--- config.mk ---
export PLATFORM = sky130hd
export DESIGN_NAME = usm_top
export DESIGN_NICKNAME = d
export VERILOG_FILES = /design/src/logic/usm_pkg.sv /design/src/logic/usm_rx_filter.sv /design/src/logic/usm_top.sv
export SDC_FILE = /design/constraint.sdc
export NUM_CORES = 1
export LEC_CHECK = 0
export BUFFER_PORTS_ARGS = -buffer_cell sky130_fd_sc_hd__buf_4
export CAP_MARGIN = 25
export CORE_UTILIZATION = 38
export DETAILED_ROUTE_END_ITERATION = 10
export GPL_ROUTABILITY_DRIVEN = 0
export PLACE_DENSITY = 0.73
export SETUP_SLACK_MARGIN = 0.3
export SYNTH_ARGS = -nofsm -noshare
export SYNTH_HDL_FRONTEND = slang
export SYNTH_SLANG_ARGS = --single-unit
--- constraint.sdc ---
create_clock -name pclk -period 1.7 [get_ports pclk]
set_clock_uncertainty 0.2 [all_clocks]
set_input_delay 0.17 -clock pclk [delete_from_list [all_inputs] [get_ports pclk]]
set_output_delay 0.17 -clock pclk [all_outputs]
set_load 0.05 [all_outputs]
--- src/logic/usm_pkg.sv ---
// constants shared by the serial mode configuration and irq mask block
//------------------------------------------------------------------
//------------------------------------------------------------------
package usm_pkg;
   // register byte addresses
   localparam logic [31:0] ADDR_MODE_CFG   = 32'h4002_4004;
   localparam logic [31:0] ADDR_IRQ_SET    = 32'h4002_4008;
   localparam logic [31:0] ADDR_IRQ_CLR    = 32'h4002_400c;
   localparam logic [31:0] ADDR_IRQ_MASK   = 32'h4002_4010;
   localparam logic [31:0] ADDR_IRQ_STAT   = 32'h4002_4014;
   localparam logic [31:0] ADDR_STAT_CLR   = 32'h4002_4018;
   localparam logic [31:0] ADDR_WPROT      = 32'h4002_40e4;
   // mode register fields
   localparam int MODE_LSB   = 0;
   localparam int CLKSRC_LSB = 4;
   localparam int CHAR_LENGTH_FIELD_LSB   = 6;
   localparam int SPI_CLOCK_PHASE_BIT   = 8;
   localparam int SPI_CLOCK_POLARITY_BIT   = 16;
   localparam int SERIAL_CLOCK_DRIVE_EN_BIT   = 18;
   localparam int OVER_BIT   = 19;
   localparam int WAIT_RX_READ_BEFORE_SEND_BIT  = 20;
   localparam int FILTER_BIT = 28;
   localparam logic [31:0] MODE_CFG_WMASK = 32'h101d_01ff;
   localparam logic [31:0] MODE_CFG_RESET = 32'h0000_0000;
   localparam logic [3:0]  OPMODE_SPI_MASTER = 4'he;
   localparam logic [3:0]  OPMODE_SPI_SLAVE  = 4'hf;
   localparam logic [1:0]  CLKSRC_PCLK = 2'h0;
   localparam logic [1:0]  CLKSRC_DIV  = 2'h1;
   localparam logic [1:0]  CLKSRC_PIN  = 2'h3;
   localparam logic [1:0]  CHAR_LENGTH_FIELD_8BIT   = 2'h3;
   localparam logic [3:0]  CHAR_BITS_MIN = 4'h5;
   localparam logic [3:0]  CHAR_BITS_SPI = 4'h8;
   // clock divide and oversampling counts
   localparam logic [2:0]  DIV_LAST   = 3'h7;
   localparam logic [3:0]  OS16_LAST  = 4'hf;
   localparam logic [3:0]  OS8_LAST   = 4'h7;
   // interrupt source layout
   localparam int IRQ_W = 20;
   localparam logic [IRQ_W-1:0] IRQ_VALID_ASYNC = 20'h8_1bff;
   localparam logic [IRQ_W-1:0] IRQ_VALID_SPI   = 20'h0_1e3b;
   localparam logic [IRQ_W-1:0] IRQ_VALID_DMA   = 20'h0_1818;
   localparam logic [IRQ_W-1:0] IRQ_MASK_RESET  = 20'h0_0000;
   localparam logic [IRQ_W-1:0] IRQ_STAT_RESET  = 20'h0_0000;
   localparam int WPROT_BIT = 0;
endpackage

--- src/logic/usm_rx_filter.sv ---
// receive line majority filter
`timescale 1ns/10ps
module usm_rx_filter
   import usm_pkg::*;
(
   input  wire logic pclk,        // peripheral clock
   input  wire logic presetn,     // async reset, low
   input  wire logic ce,          // clock enable
   input  wire logic sample_tick, // one-sixteenth or one-eighth bit tick
   input  wire logic filter_en,   // filter selected
   input  wire logic rx_in,       // synchronised line
   output logic      rx_out       // filtered line
);
   logic [2:0] taps;

   always_ff @(posedge pclk or negedge presetn)
   begin
      if (!presetn)
         taps <= 3'h7;
      else if (ce && sample_tick)
         taps <= {taps[1:0], rx_in};
   end

   always_ff @(posedge pclk or negedge presetn)
   begin
      if (!presetn)
         rx_out <= 1'b1;
      else if (ce)
      begin
         if (filter_en)
            rx_out <= (taps[0] & taps[1]) | (taps[1] & taps[2])
                      | (taps[0] & taps[2]);
         else
            rx_out <= rx_in;
      end
   end

   AST_FILTER_VOTE: assert property (@(posedge pclk) disable iff (!presetn)
      (ce && filter_en && taps == 3'h0) |=> !rx_out)
      else $error("majority filter did not follow samples");
endmodule // usm_rx_filter

--- src/logic/usm_top.sv ---
// serial port mode configuration, interrupt mask and clock control
`timescale 1ns/10ps
module usm_top
   import usm_pkg::*;
(
   input  wire logic             pclk,            // peripheral clock
   input  wire logic             presetn,         // async reset, low
   input  wire logic             ce,              // clock enable
   input  wire logic             psel,            // apb select
   input  wire logic             penable,         // apb enable
   input  wire logic             pwrite,          // apb direction
   input  wire logic [31:0]      paddr,           // apb address
   input  wire logic [31:0]      pwdata,          // apb write data
   output logic      [31:0]      prdata,          // apb read data
   output logic                  pready,          // apb ready
   output logic                  pslverr,         // apb error
   input  wire logic [IRQ_W-1:0] evt_pulse,       // source event pulses
   output logic                  irq,             // level interrupt
   input  wire logic             rx_pin,          // receive line pin
   input  wire logic             sclk_in,         // serial clock pin in
   output logic                  sclk_out,        // serial clock pin out
   output logic                  sclk_oe,         // serial clock drive
   input  wire logic             tx_write,        // tx holding written
   input  wire logic             tx_holding_free, // tx holding empty
   input  wire logic             rx_holding_full, // rx holding full
   input  wire logic             xfer_active,     // character in flight
   output logic                  tx_start,        // start character
   output logic                  rx_filtered,     // filtered rx line
   output logic                  sample_tick,     // oversample tick
   output logic                  bit_tick,        // one per bit time
   output logic                  spi_mode,        // spi view active
   output logic                  change_leading,  // data change edge
   output logic [3:0]            char_bits        // character length
);
   //---------------------------------------------------------------
   // registers and decode
   //---------------------------------------------------------------
   logic [31:0]      mode_cfg;
   logic [IRQ_W-1:0] irq_mask;
   logic [IRQ_W-1:0] irq_stat;
   logic             write_protect_enable;
   logic             acc;
   logic             wr_en;
   logic             hit;
   logic [IRQ_W-1:0] valid_bits;
   logic [IRQ_W-1:0] set_bits;
   logic [IRQ_W-1:0] clr_bits;
   logic [IRQ_W-1:0] stat_clr;
   logic [3:0]       op_mode;
   logic [1:0]       clock_source_select;
   logic [1:0]       char_length_field;
   logic             spi_view;

   assign op_mode             = mode_cfg[MODE_LSB +: 4];
   assign clock_source_select = mode_cfg[CLKSRC_LSB +: 2];
   assign char_length_field   = mode_cfg[CHAR_LENGTH_FIELD_LSB +: 2];
   assign spi_view = (op_mode == OPMODE_SPI_MASTER)
                     || (op_mode == OPMODE_SPI_SLAVE);
   assign valid_bits = (spi_view ? IRQ_VALID_SPI : IRQ_VALID_ASYNC)
                       | IRQ_VALID_DMA;

   assign acc   = psel && penable && pready;
   assign wr_en = ce && acc && pwrite;
   assign hit = (paddr == ADDR_MODE_CFG) || (paddr == ADDR_IRQ_SET)
                || (paddr == ADDR_IRQ_CLR) || (paddr == ADDR_IRQ_MASK)
                || (paddr == ADDR_IRQ_STAT) || (paddr == ADDR_STAT_CLR)
                || (paddr == ADDR_WPROT);
   assign set_bits = (wr_en && paddr == ADDR_IRQ_SET)
                     ? pwdata[IRQ_W-1:0] & valid_bits : '0;
   assign clr_bits = (wr_en && paddr == ADDR_IRQ_CLR)
                     ? pwdata[IRQ_W-1:0] : '0;
   assign stat_clr = (wr_en && paddr == ADDR_STAT_CLR)
                     ? pwdata[IRQ_W-1:0] : '0;

   //---------------------------------------------------------------
   // apb slave: one wait state, then data
   //---------------------------------------------------------------
   always_ff @(posedge pclk or negedge presetn)
   begin
      if (!presetn)
         pready <= 1'b0;
      else if (ce)
         pready <= psel && penable && !pready;
   end

   always_ff @(posedge pclk or negedge presetn)
   begin
      if (!presetn)
      begin
         prdata  <= 32'h0000_0000;
         pslverr <= 1'b0;
      end
      else if (ce)
      begin
         prdata  <= 32'h0000_0000;
         pslverr <= 1'b0;
         if (psel && penable && !pready)
         begin
            pslverr <= !hit;
            if (!pwrite)
            begin
               unique case (paddr)
                  ADDR_MODE_CFG: prdata <= mode_cfg;
                  ADDR_IRQ_MASK: prdata <= {{(32-IRQ_W){1'b0}}, irq_mask};
                  ADDR_IRQ_STAT: prdata <= {{(32-IRQ_W){1'b0}}, irq_stat};
                  ADDR_WPROT:
                     prdata <= {31'h0000_0000, write_protect_enable};
                  default:       prdata <= 32'h0000_0000;
               endcase
            end
         end
      end
   end

   always_ff @(posedge pclk or negedge presetn)
   begin
      if (!presetn)
         mode_cfg <= MODE_CFG_RESET;
      else if (wr_en && paddr == ADDR_MODE_CFG
               && !write_protect_enable)
         mode_cfg <= pwdata & MODE_CFG_WMASK;
   end

   always_ff @(posedge pclk or negedge presetn)
   begin
      if (!presetn)
         write_protect_enable <= 1'b0;
      else if (wr_en && paddr == ADDR_WPROT)
         write_protect_enable <= pwdata[WPROT_BIT];
   end

   //---------------------------------------------------------------
   // interrupt status, mask and output
   //---------------------------------------------------------------
   always_ff @(posedge pclk or negedge presetn)
   begin
      if (!presetn)
         irq_mask <= IRQ_MASK_RESET;
      else if (ce)
         irq_mask <= (irq_mask | set_bits) & ~clr_bits;
   end

   // new events win over a clear in the same cycle
   always_ff @(posedge pclk or negedge presetn)
   begin
      if (!presetn)
         irq_stat <= IRQ_STAT_RESET;
      else if (ce)
         irq_stat <= (irq_stat & ~stat_clr) | evt_pulse;
   end

   always_ff @(posedge pclk or negedge presetn)
   begin
      if (!presetn)
         irq <= 1'b0;
      else if (ce)
         irq <= |(irq_stat & irq_mask & valid_bits);
   end

   //---------------------------------------------------------------
   // pin synchronisers
   //---------------------------------------------------------------
   logic [1:0] rx_sync;
   logic [2:0] sclk_sync;

   always_ff @(posedge pclk or negedge presetn)
   begin
      if (!presetn)
      begin
         rx_sync   <= 2'h3;
         sclk_sync <= 3'h0;
      end
      else if (ce)
      begin
         rx_sync   <= {rx_sync[0], rx_pin};
         sclk_sync <= {sclk_sync[1:0], sclk_in};
      end
   end

   //---------------------------------------------------------------
   // clock source, oversampling and bit ticks
   //---------------------------------------------------------------
   logic [2:0] div_cnt;
   logic [3:0] os_cnt;
   logic [3:0] os_last;
   logic       next_sample;

   always_ff @(posedge pclk or negedge presetn)
   begin
      if (!presetn)
         div_cnt <= 3'h0;
      else if (ce)
         div_cnt <= div_cnt + 3'h1;
   end

   always_comb
   begin
      unique case (clock_source_select)
         CLKSRC_PCLK: next_sample = 1'b1;
         CLKSRC_DIV:  next_sample = (div_cnt == DIV_LAST);
         CLKSRC_PIN:  next_sample = sclk_sync[1] && !sclk_sync[2];
         default:     next_sample = 1'b0;
      endcase
   end

   assign os_last = mode_cfg[OVER_BIT] ? OS8_LAST : OS16_LAST;

   always_ff @(posedge pclk or negedge presetn)
   begin
      if (!presetn)
         sample_tick <= 1'b0;
      else if (ce)
         sample_tick <= next_sample;
   end

   always_ff @(posedge pclk or negedge presetn)
   begin
      if (!presetn)
      begin
         os_cnt   <= 4'h0;
         bit_tick <= 1'b0;
      end
      else if (ce)
      begin
         bit_tick <= 1'b0;
         if (sample_tick)
         begin
            if (os_cnt >= os_last)
            begin
               os_cnt   <= 4'h0;
               bit_tick <= 1'b1;
            end
            else
               os_cnt <= os_cnt + 4'h1;
         end
      end
   end

   usm_rx_filter u_filter (
      .pclk        (pclk),
      .presetn     (presetn),
      .ce          (ce),
      .sample_tick (sample_tick),
      .filter_en   (mode_cfg[FILTER_BIT]),
      .rx_in       (rx_sync[1]),
      .rx_out      (rx_filtered)
   );

   //---------------------------------------------------------------
   // serial clock pin and spi configuration outputs
   //---------------------------------------------------------------
   always_ff @(posedge pclk or negedge presetn)
   begin
      if (!presetn)
      begin
         sclk_oe  <= 1'b0;
         sclk_out <= 1'b0;
      end
      else if (ce)
      begin
         sclk_oe <= mode_cfg[SERIAL_CLOCK_DRIVE_EN_BIT]
                    && (clock_source_select != CLKSRC_PIN);
         if (!xfer_active)
            sclk_out <= mode_cfg[SPI_CLOCK_POLARITY_BIT];
         else if (bit_tick)
            sclk_out <= !sclk_out;
      end
   end

   always_ff @(posedge pclk or negedge presetn)
   begin
      if (!presetn)
      begin
         spi_mode       <= 1'b0;
         change_leading <= 1'b1;
         char_bits      <= CHAR_BITS_MIN;
      end
      else if (ce)
      begin
         spi_mode       <= spi_view;
         change_leading <= !mode_cfg[SPI_CLOCK_PHASE_BIT];
         if (spi_view)
            char_bits <= CHAR_BITS_SPI;
         else
            char_bits <= CHAR_BITS_MIN + {2'h0, char_length_field};
      end
   end

   //---------------------------------------------------------------
   // transmit start gating
   //---------------------------------------------------------------
   logic tx_pending;
   logic go;

   assign go = tx_pending
               && (!mode_cfg[WAIT_RX_READ_BEFORE_SEND_BIT] || !rx_holding_full);

   always_ff @(posedge pclk or negedge presetn)
   begin
      if (!presetn)
         tx_pending <= 1'b0;
      else if (ce)
      begin
         if (tx_write && tx_holding_free)
            tx_pending <= 1'b1;
         else if (go)
            tx_pending <= 1'b0;
      end
   end

   always_ff @(posedge pclk or negedge presetn)
   begin
      if (!presetn)
         tx_start <= 1'b0;
      else if (ce)
         tx_start <= go;
   end

   //---------------------------------------------------------------
   // assertions
   //---------------------------------------------------------------
   AST_WP_BLOCKS: assert property (@(posedge pclk) disable iff (!presetn)
      (wr_en && paddr == ADDR_MODE_CFG && write_protect_enable)
      |=> $stable(mode_cfg))
      else $error("mode written while protected");
   AST_MODE_WRITE: assert property (@(posedge pclk) disable iff (!presetn)
      (wr_en && paddr == ADDR_MODE_CFG && !write_protect_enable)
      |=> mode_cfg == ($past(pwdata) & MODE_CFG_WMASK))
      else $error("mode write lost");
   AST_IRQ_SET: assert property (@(posedge pclk) disable iff (!presetn)
      (set_bits != '0) |=> ((irq_mask & $past(set_bits))
                            == $past(set_bits)))
      else $error("enable set failed");
   AST_IRQ_CLR: assert property (@(posedge pclk) disable iff (!presetn)
      (clr_bits != '0) |=> ((irq_mask & $past(clr_bits)) == '0))
      else $error("enable clear failed");
   AST_SPI_VALID: assert property (@(posedge pclk) disable iff (!presetn)
      spi_view |-> ((valid_bits & 20'h8_01c4) == '0))
      else $error("async-only source valid in spi view");
   AST_DMA_VALID: assert property (@(posedge pclk) disable iff (!presetn)
      (valid_bits & IRQ_VALID_DMA) == IRQ_VALID_DMA)
      else $error("dma source not valid");
   AST_ASYNC_VALID: assert property (@(posedge pclk) disable iff (!presetn)
      !spi_view |-> !valid_bits[10])
      else $error("underrun valid outside spi");
   AST_IRQ_OUT: assert property (@(posedge pclk) disable iff (!presetn)
      (ce && |(irq_stat & irq_mask & valid_bits)) |=> irq)
      else $error("interrupt not raised");
   AST_SCLK_OE: assert property (@(posedge pclk) disable iff (!presetn)
      (ce && clock_source_select == CLKSRC_PIN) |=> !sclk_oe)
      else $error("clock pin driven with external source");
   AST_SCLK_IDLE: assert property (@(posedge pclk) disable iff (!presetn)
      (ce && !xfer_active) |=> sclk_out == $past(mode_cfg[SPI_CLOCK_POLARITY_BIT]))
      else $error("idle clock level wrong");
   AST_WAIT_READ: assert property (@(posedge pclk) disable iff (!presetn)
      (ce && mode_cfg[WAIT_RX_READ_BEFORE_SEND_BIT] && rx_holding_full) |=> !tx_start)
      else $error("start while rx holding full");
   AST_NO_WAIT: assert property (@(posedge pclk) disable iff (!presetn)
      (ce && tx_write && tx_holding_free && !mode_cfg[WAIT_RX_READ_BEFORE_SEND_BIT])
      ##1 ce |=> tx_start)
      else $error("start not issued after write");
   AST_OS_COUNT: assert property (@(posedge pclk) disable iff (!presetn)
      bit_tick |-> $past(os_cnt) >= $past(os_last))
      else $error("bit tick at wrong oversample count");
   AST_SPI_CHAR: assert property (@(posedge pclk) disable iff (!presetn)
      (ce && spi_view) |=> char_bits == CHAR_BITS_SPI)
      else $error("spi character not 8 bits");
   AST_PHASE: assert property (@(posedge pclk) disable iff (!presetn)
      ce |=> change_leading == !$past(mode_cfg[SPI_CLOCK_PHASE_BIT]))
      else $error("phase output wrong");
   AST_DIV8: assert property (@(posedge pclk) disable iff (!presetn)
      (ce && clock_source_select == CLKSRC_DIV && next_sample)
      |-> div_cnt == DIV_LAST)
      else $error("divided tick off count");

   CV_SPI_MODE: cover property (@(posedge pclk) disable iff (!presetn)
      spi_view && irq);
   CV_WAIT_START: cover property (@(posedge pclk) disable iff (!presetn)
      mode_cfg[WAIT_RX_READ_BEFORE_SEND_BIT] && rx_holding_full && tx_pending
      ##[1:20] tx_start);
   CV_WP_WRITE: cover property (@(posedge pclk) disable iff (!presetn)
      wr_en && paddr == ADDR_MODE_CFG && write_protect_enable);
   CV_OS8_BIT: cover property (@(posedge pclk) disable iff (!presetn)
      bit_tick && mode_cfg[OVER_BIT]);
endmodule // usm_top

==> results.cfg, run 1 <==
[status]
status = finished with violations
violations = negative setup slack

[synthesis]
synthArstFlopShare_pct = 100
avgSynthCellArea_um2 = 11.1
yosysSeqAreaShare_pct = 53.4
ys_ff_latch = 108
yosysTopAreaCellShare_pct = 48.7
synth-edff-count = 0
synth_top_area_cell = dfrtp_1
synth.area.top_cells = dfrtp_1 (49%), mux2_2 (5.3%), dfstp_2 (4.7%)
yosys_warnings = 0
yosysUniqueCellTypes = 50
synthesis.area_mm2 = 0.00508
synth-main-ff-cell = dfrtp_1
syn_inst = 456

[timing]
fin_crit_ps = 1740
drv_slew = 0
max_freq_mhz = 575
hold_viol_final = 0
setup_viol = 35
setup_ws_ps = -38.6
tns_ps = -606
rsz0062_at_grt = yes
period_share_pct = 102

[worst_setup_path]
critPathBufInv = 1
worstPathMaxFanout = 14
critPathKind = register to register
path_cells = nand3_4 -> nor3_4 -> nand4_4 -> buf_12 -> mux2_4
slowest_delay_ps = 390
crit_path_end_kind = register
r2r_cells = 5
cp_slowest_cell = dfrtp_2
path_depth = 5
crit_family = simple AND/OR/NAND/NOR gates
cp.required_ps = 1740
critPathLaunchType = register
worstPathArrival_ps = 1780

[floorplanning]
die_area_mm2 = 0.0138
num_rows = 41
core_mm2 = 0.0128
die_w_um = 118
io_pins = 143
start_util_pct = 39.6
fp.dieH_um = 118

[global_routing]
grt_pass1_vias = 4693
overflow = 0
grt_pass1_wl_um = 24100
grt_max_degree = 41
grtUsageTotal_pct = 22.0
antenna_found_initial = 0

[power]
power_density_mw_per_mm2 = 751
p_leak_uw = 0.00368
switching_power_uw = 1630
worst_ir_drop_vdd_v = 0.000427
pwr-share-clk_pct = 33.3
seq_power_share_pct = 47.1
combPwrFrac_pct = 19.6
p_int_uw = 4410
p_sw_share_pct = 27.0

[drt]
via_per_inst = 5.41
drt_first_pass_iters = 5
final_antenna_net_count = 0
wl_per_cell_um = 18.3
drt-initial-drc-count = 384
drc = 0
drt-total-wl_um = 15600
vias = 4635

[finish]
design_area_mm2 = 0.00805
fillers = 970
syn2layout_area_growth_pct = 58.3
n_antenna_cell = 0
layout-drive-gt1-share_pct = 46.6
nets = 780

[placed_design]
port_buffers = 122
hpwl_um = 10000
place_area_mm2 = 0.00660

[clock_network]
cts_made_buffers = 9
cts.htree.levels = 3
cts_tree = built
cts.sinks = 108
cts_max_path_buffers = 2
cts_root_buffer = clkbuf_16
cts.clk_slew.worst_paths_ps = 70
clock_latency_ps = 360

[flow_run]
cap_viol_max_count = 0

[worst_hold_path]
hold_depth = 3
worstHoldPathType = input port to register
==> layout by cell type, fill, tap and decap left out, types with 5 or more instances in the layout <==
| cell type | n |
|---|---|
| buf_4 | 156 |
| dfrtp_1 | 97 |
| dlygate4sd3_1 | 50 |
| inv_1 | 33 |
| mux2_2 | 21 |
| a22o_1 | 21 |
| nor2_1 | 21 |
| nand2_1 | 18 |
| o22ai_2 | 18 |
| a21oi_1 | 16 |
| mux2_4 | 15 |
| buf_6 | 15 |
| mux2i_1 | 13 |
| nand4_1 | 12 |
| nand2_2 | 12 |
| a22oi_1 | 12 |
| clkbuf_16 | 11 |
| conb_1 | 10 |
| o21ai_0 | 9 |
| dfstp_2 | 9 |
| a31oi_1 | 8 |
| buf_12 | 8 |
| and3_1 | 7 |
| a21boi_1 | 6 |
| nand3_1 | 6 |
| nor4_4 | 5 |
| a21oi_2 | 5 |
| buf_8 | 5 |
==> synthesized netlist by cell type, types with 7 or more instances <==
master	instances
dfrtp_1	99
inv_1	34
nand2_1	32
mux2_2	24
nor2_1	24
o22ai_1	24
a21oi_1	21
a22o_1	21
clkbuf_1	16
mux2i_1	13
a22oi_1	12
buf_4	12
nand4_1	12
o21ai_0	12
a31oi_1	10
mux2_4	10
nand3_1	10
dfstp_2	9
and3_1	7
==> area by class of cell <==
class	count	area [µm²]	area share (%)
flip-flops and latches	108	2720	33.8
multi-input cells	289	2550	31.7
repair buffers	237	2150	26.8
clock buffers	13	260	3.23
well taps	172	215	2.67
inverters	34	130	1.62
clock inverters	3	18.8	0.233
==> worst paths after layout <==
path	startpoint	end	slack, ps
hold reg to reg	mode_cfg[8]	change_leading	280
min in group asynchronous	presetn	sclk_oe	90
max in group asynchronous	presetn	u_filter.taps[1]	580
setup reg to reg	pready	mode_cfg[7]	-40
setup / recovery	pready	mode_cfg[7]	-40
hold / removal	ce	u_filter.rx_out	50
==> metrics by stage <==
stage	hold WS (ps)	utilization, %	setup slack, ps	total power, µW	std cells
after floorplan	-326	-	-147	3330	465
after global placement	-71.0	51.4	-304	3690	767
after detailed placement	-62.0	51.4	-377	3750	767
after CTS	46.0	60.7	35.2	5930	847
after global routing	56.1	62.7	-84.0	6280	856
final	51.8	62.7	-38.6	6040	856
==> power by group through the flow <==
stage | clock (µW) | sequential [µW] | combinational [µW]
detailed placement | 0 | 2890 | 860
global route | 2130 | 2870 | 1290
global placement | 0 | 2870 | 819
CTS | 2030 | 2840 | 1070
floorplan | 0 | 2940 | 391
finish | 2010 | 2850 | 1190
==> logic make-up after synthesis <==
family,Yosys count,share of synthesized area (%)
AO/OA/AOI/OAI,114,15.2
XOR/XNOR,1,0.172
adder cells (fa/ha/maj),6,1.43
buffers and inverters,68,6.18
flip-flops,108,53.4
multiplexers,49,11.3
other,1,0.0738
AND/OR/NAND/NOR,109,12.3
==> layer usage <==
| metal | vias up | wire [µm] | global-route usage [%] |
|---|---|---|---|
| li1 | 2090 | - | - |
| met1 | 2316 | 6450 | 28.3 |
| met2 | 203 | 7930 | 37.4 |
| met3 | 26 | 970 | 5.14 |
| met4 | 0 | 282 | 5.61 |
| met5 | - | 0 | 0 |
==> sequential cells by signal, summed over array words and instances, names as in the netlist <==
signal,cells
write_protect_enable,1
u_filter.rx_out,1
u_filter.taps,3
irq_mask,20
rx_sync,2
tx_start,1
change_leading,1
sclk_sync,3
irq,1
div_cnt,3
tx_pending,1
sample_tick,1
mode_cfg,14
bit_tick,1
irq_stat,20
pslverr,1
char_bits,4
spi_mode,1
os_cnt,4
sclk_out,1
pready,1
prdata,22
sclk_oe,1
==> repair_timing <==
item,4_1_cts,5_1_grt
endpoints found under the setup margin,88,89
cloned,1,2
hold endpoints to repair,157,0
pin swaps,20,35
hold buffers,50,0
gates resized for setup,58,39
buffers inserted,13,7
==> worst register-to-register path, cell delays in order, from the launching register on <==
cell and delay [ps]:
dfrtp_2 390, nand3_4 80, nor3_4 320, nand4_4 130, buf_12 190, mux2_4 310
(Power assumes the default switching activity.)
==> run 2: changes to the inputs <==
--- a/config.mk
+++ b/config.mk
@@ -7,10 +7,11 @@
 export LEC_CHECK = 0
 export BUFFER_PORTS_ARGS = -buffer_cell sky130_fd_sc_hd__buf_4
 export CAP_MARGIN = 25
-export CORE_UTILIZATION = 38
+export CORE_UTILIZATION = 47
+export CTS_CLUSTER_SIZE = 10
 export DETAILED_ROUTE_END_ITERATION = 10
 export GPL_ROUTABILITY_DRIVEN = 0
-export PLACE_DENSITY = 0.73
+export PLACE_DENSITY = 0.85
 export SETUP_SLACK_MARGIN = 0.3
 export SYNTH_ARGS = -nofsm -noshare
 export SYNTH_HDL_FRONTEND = slang
==> constraint.sdc (replaced) <==
create_clock -name pclk -period 1.7 [get_ports pclk]
set_clock_uncertainty 0.2 [all_clocks]
set_input_delay 0 -clock pclk [delete_from_list [all_inputs] [get_ports pclk]]
set_output_delay 0 -clock pclk [all_outputs]
set_load 0.05 [all_outputs]
==> results.cfg, run 2 (synthesized netlist as in run 1, its figures left out) <==
[status]
status = finished with violations
violations = negative hold slack

[timing]
rsz0062_at_grt = yes
fin_crit_ps = 1640
setup_ws_ps = 59.9
worst_pin_slew_ps = 676
period_share_pct = 96.5
maxSlewHeadroom_pct = 55.0
hold_ws_ps = -191
hold_viol_final = 4
drv_slew = 0
setup_viol = 0
max_freq_mhz = 610

[finish]
nets = 773
fillers = 672
syn2layout_area_growth_pct = 51.8
layout-drive-gt1-share_pct = 43.7
top_regs = prdata x22, irq_mask x20, irq_stat x20
largest_reg_flops = 22
n_antenna_cell = 0
largest_register = prdata
final_common_cell = buf_4
mostFrequentLayoutCells = buf_4 (154), dfrtp_1 (96), dlygate4sd3_1 (57), inv_1 (33), nand2_1 (30)

[floorplanning]
core_mm2 = 0.0104
fp.dieH_um = 106
io_pins = 143
start_util_pct = 48.8
die_area_mm2 = 0.0112
die_w_um = 106
num_rows = 37

[clock_network]
cts.clk_slew.worst_paths_ps = 100
cts_tree = built
cts.htree.levels = 3
cts_made_buffers = 9
postCtsHoldBufs = 58
cts_root_buffer = clkbuf_8
cts.sinks = 108
cts_max_path_buffers = 2
clock_latency_ps = 390

[power]
p_leak_uw = 0.00354
p_int_uw = 4030
total_power_uw = 5670
combPwrFrac_pct = 20.1
switching_power_uw = 1640
power_density_mw_per_mm2 = 735
seq_power_share_pct = 50.2
worst_ir_drop_vdd_v = 0.000718
pwr-share-clk_pct = 29.7
p_sw_share_pct = 29.0

[worst_setup_path]
crit_path_end_kind = register
critPathLaunchType = register
worstPathArrival_ps = 1720
cp.required_ps = 1780
critPathKind = register to register
worstPathMaxFanout = 14

[global_routing]
antenna_found_initial = 0
grtUsageTotal_pct = 27.7
grt_pass1_wl_um = 24000
overflow = 0
grt_pass1_vias = 4874
grt_max_degree = 50

[drt]
drt-total-wl_um = 15300
vias = 4675
final_antenna_net_count = 0
drt-initial-drc-count = 415
wl_per_cell_um = 18.8
drc = 0
drt_first_pass_iters = 6
via_per_inst = 5.75

[flow_run]
cap_viol_max_count = 0

[placed_design]
hpwl_um = 9540
dpl_worst_slack_ps = -228
port_buffers = 122

[worst_hold_path]
worstHoldPathType = input port to register
==> run 2: cell types whose count changed in the layout (fill, tap and decap cells not counted), moves of 6 or more <==
cell,delta
clkbuf_8,+7
nand2_1,+12
dlygate4sd3_1,+7
a21boi_1,-6
nand2_2,-10
a21boi_2,+6
buf_6,-6
clkbuf_16,-10
==> run 2: metrics by stage <==
step	area [µm²]	utilization, %	std cells	TNS, ps
2_1_floorplan	5210	-	465	-1720
3_3_place_gp	6370	61.1	718	-8050
3_5_place_dp	6370	61.1	718	-11490
4_1_cts	7500	72.0	807	0
5_1_grt	7720	74.1	813	0
6_report	7720	74.1	813	0
==> run 2: power groups by stage <==
stage / clock network (µW) / logic [µW] / registers [µW]
after CTS: 1700 / 1020 / 2840
final: 1690 / 1140 / 2850
after global routing: 1800 / 1220 / 2860
after detailed placement: 0 / 812 / 2890
after floorplan: 0 / 384 / 2940
after global placement: 0 / 776 / 2870
==> run 2: what timing repair did <==
item                                   CTS  global route
setup buffers                           13             5
setup endpoints to repair               81           101
gates cloned                             2             1
pin swaps                               12            17
gates resized for setup                 41            34
endpoints found under the hold margin  193             4
==> run 2: worst max-delay path, cell delays in order, from the launching register on <==
cell	delay, ps
dfrtp_2	400
nand3_4	80
nor3_4	120
buf_6	150
nand4_4	80
buf_12	190
mux2_4	310
==> run 2: path summary, 6_finish.rpt <==
| check | slack, ps | from | endpoint | cells past startpoint |
|---|---|---|---|---|
| max | 60 | pready | mode_cfg[6] | 6 |
| min | -190 | paddr[4] | prdata[20] | 4 |
| max reg2reg | 60 | pready | mode_cfg[6] | 6 |
| min reg2reg | 270 | mode_cfg[8] | change_leading | 1 |
| max in group asynchronous | 550 | presetn | sclk_sync[0] | 3 |
| min in group asynchronous | 20 | presetn | change_leading | 2 |
==> run 2: metal layers <==
layer	wire length [µm]	global-route usage, %	vias up	part of all wire, %
li1	-	-	2079	-
met1	5980	32.8	2313	39
met2	8010	49.7	245	52
met3	910	5.58	38	5.9
met4	418	10.2	0	2.7
met5	0	0	-	0
==> run 2: final cells by class <==
type / instances / area (µm²) / share of cell area [%]
multi-input cells: 289 / 2470 / 32.0
clock inverters: 7 / 87.6 / 1.13
repair buffers: 230 / 2020 / 26.2
inverters: 34 / 128 / 1.65
flip-flops and latches: 108 / 2720 / 35.2
well taps: 136 / 170 / 2.20
clock buffers: 9 / 124 / 1.60
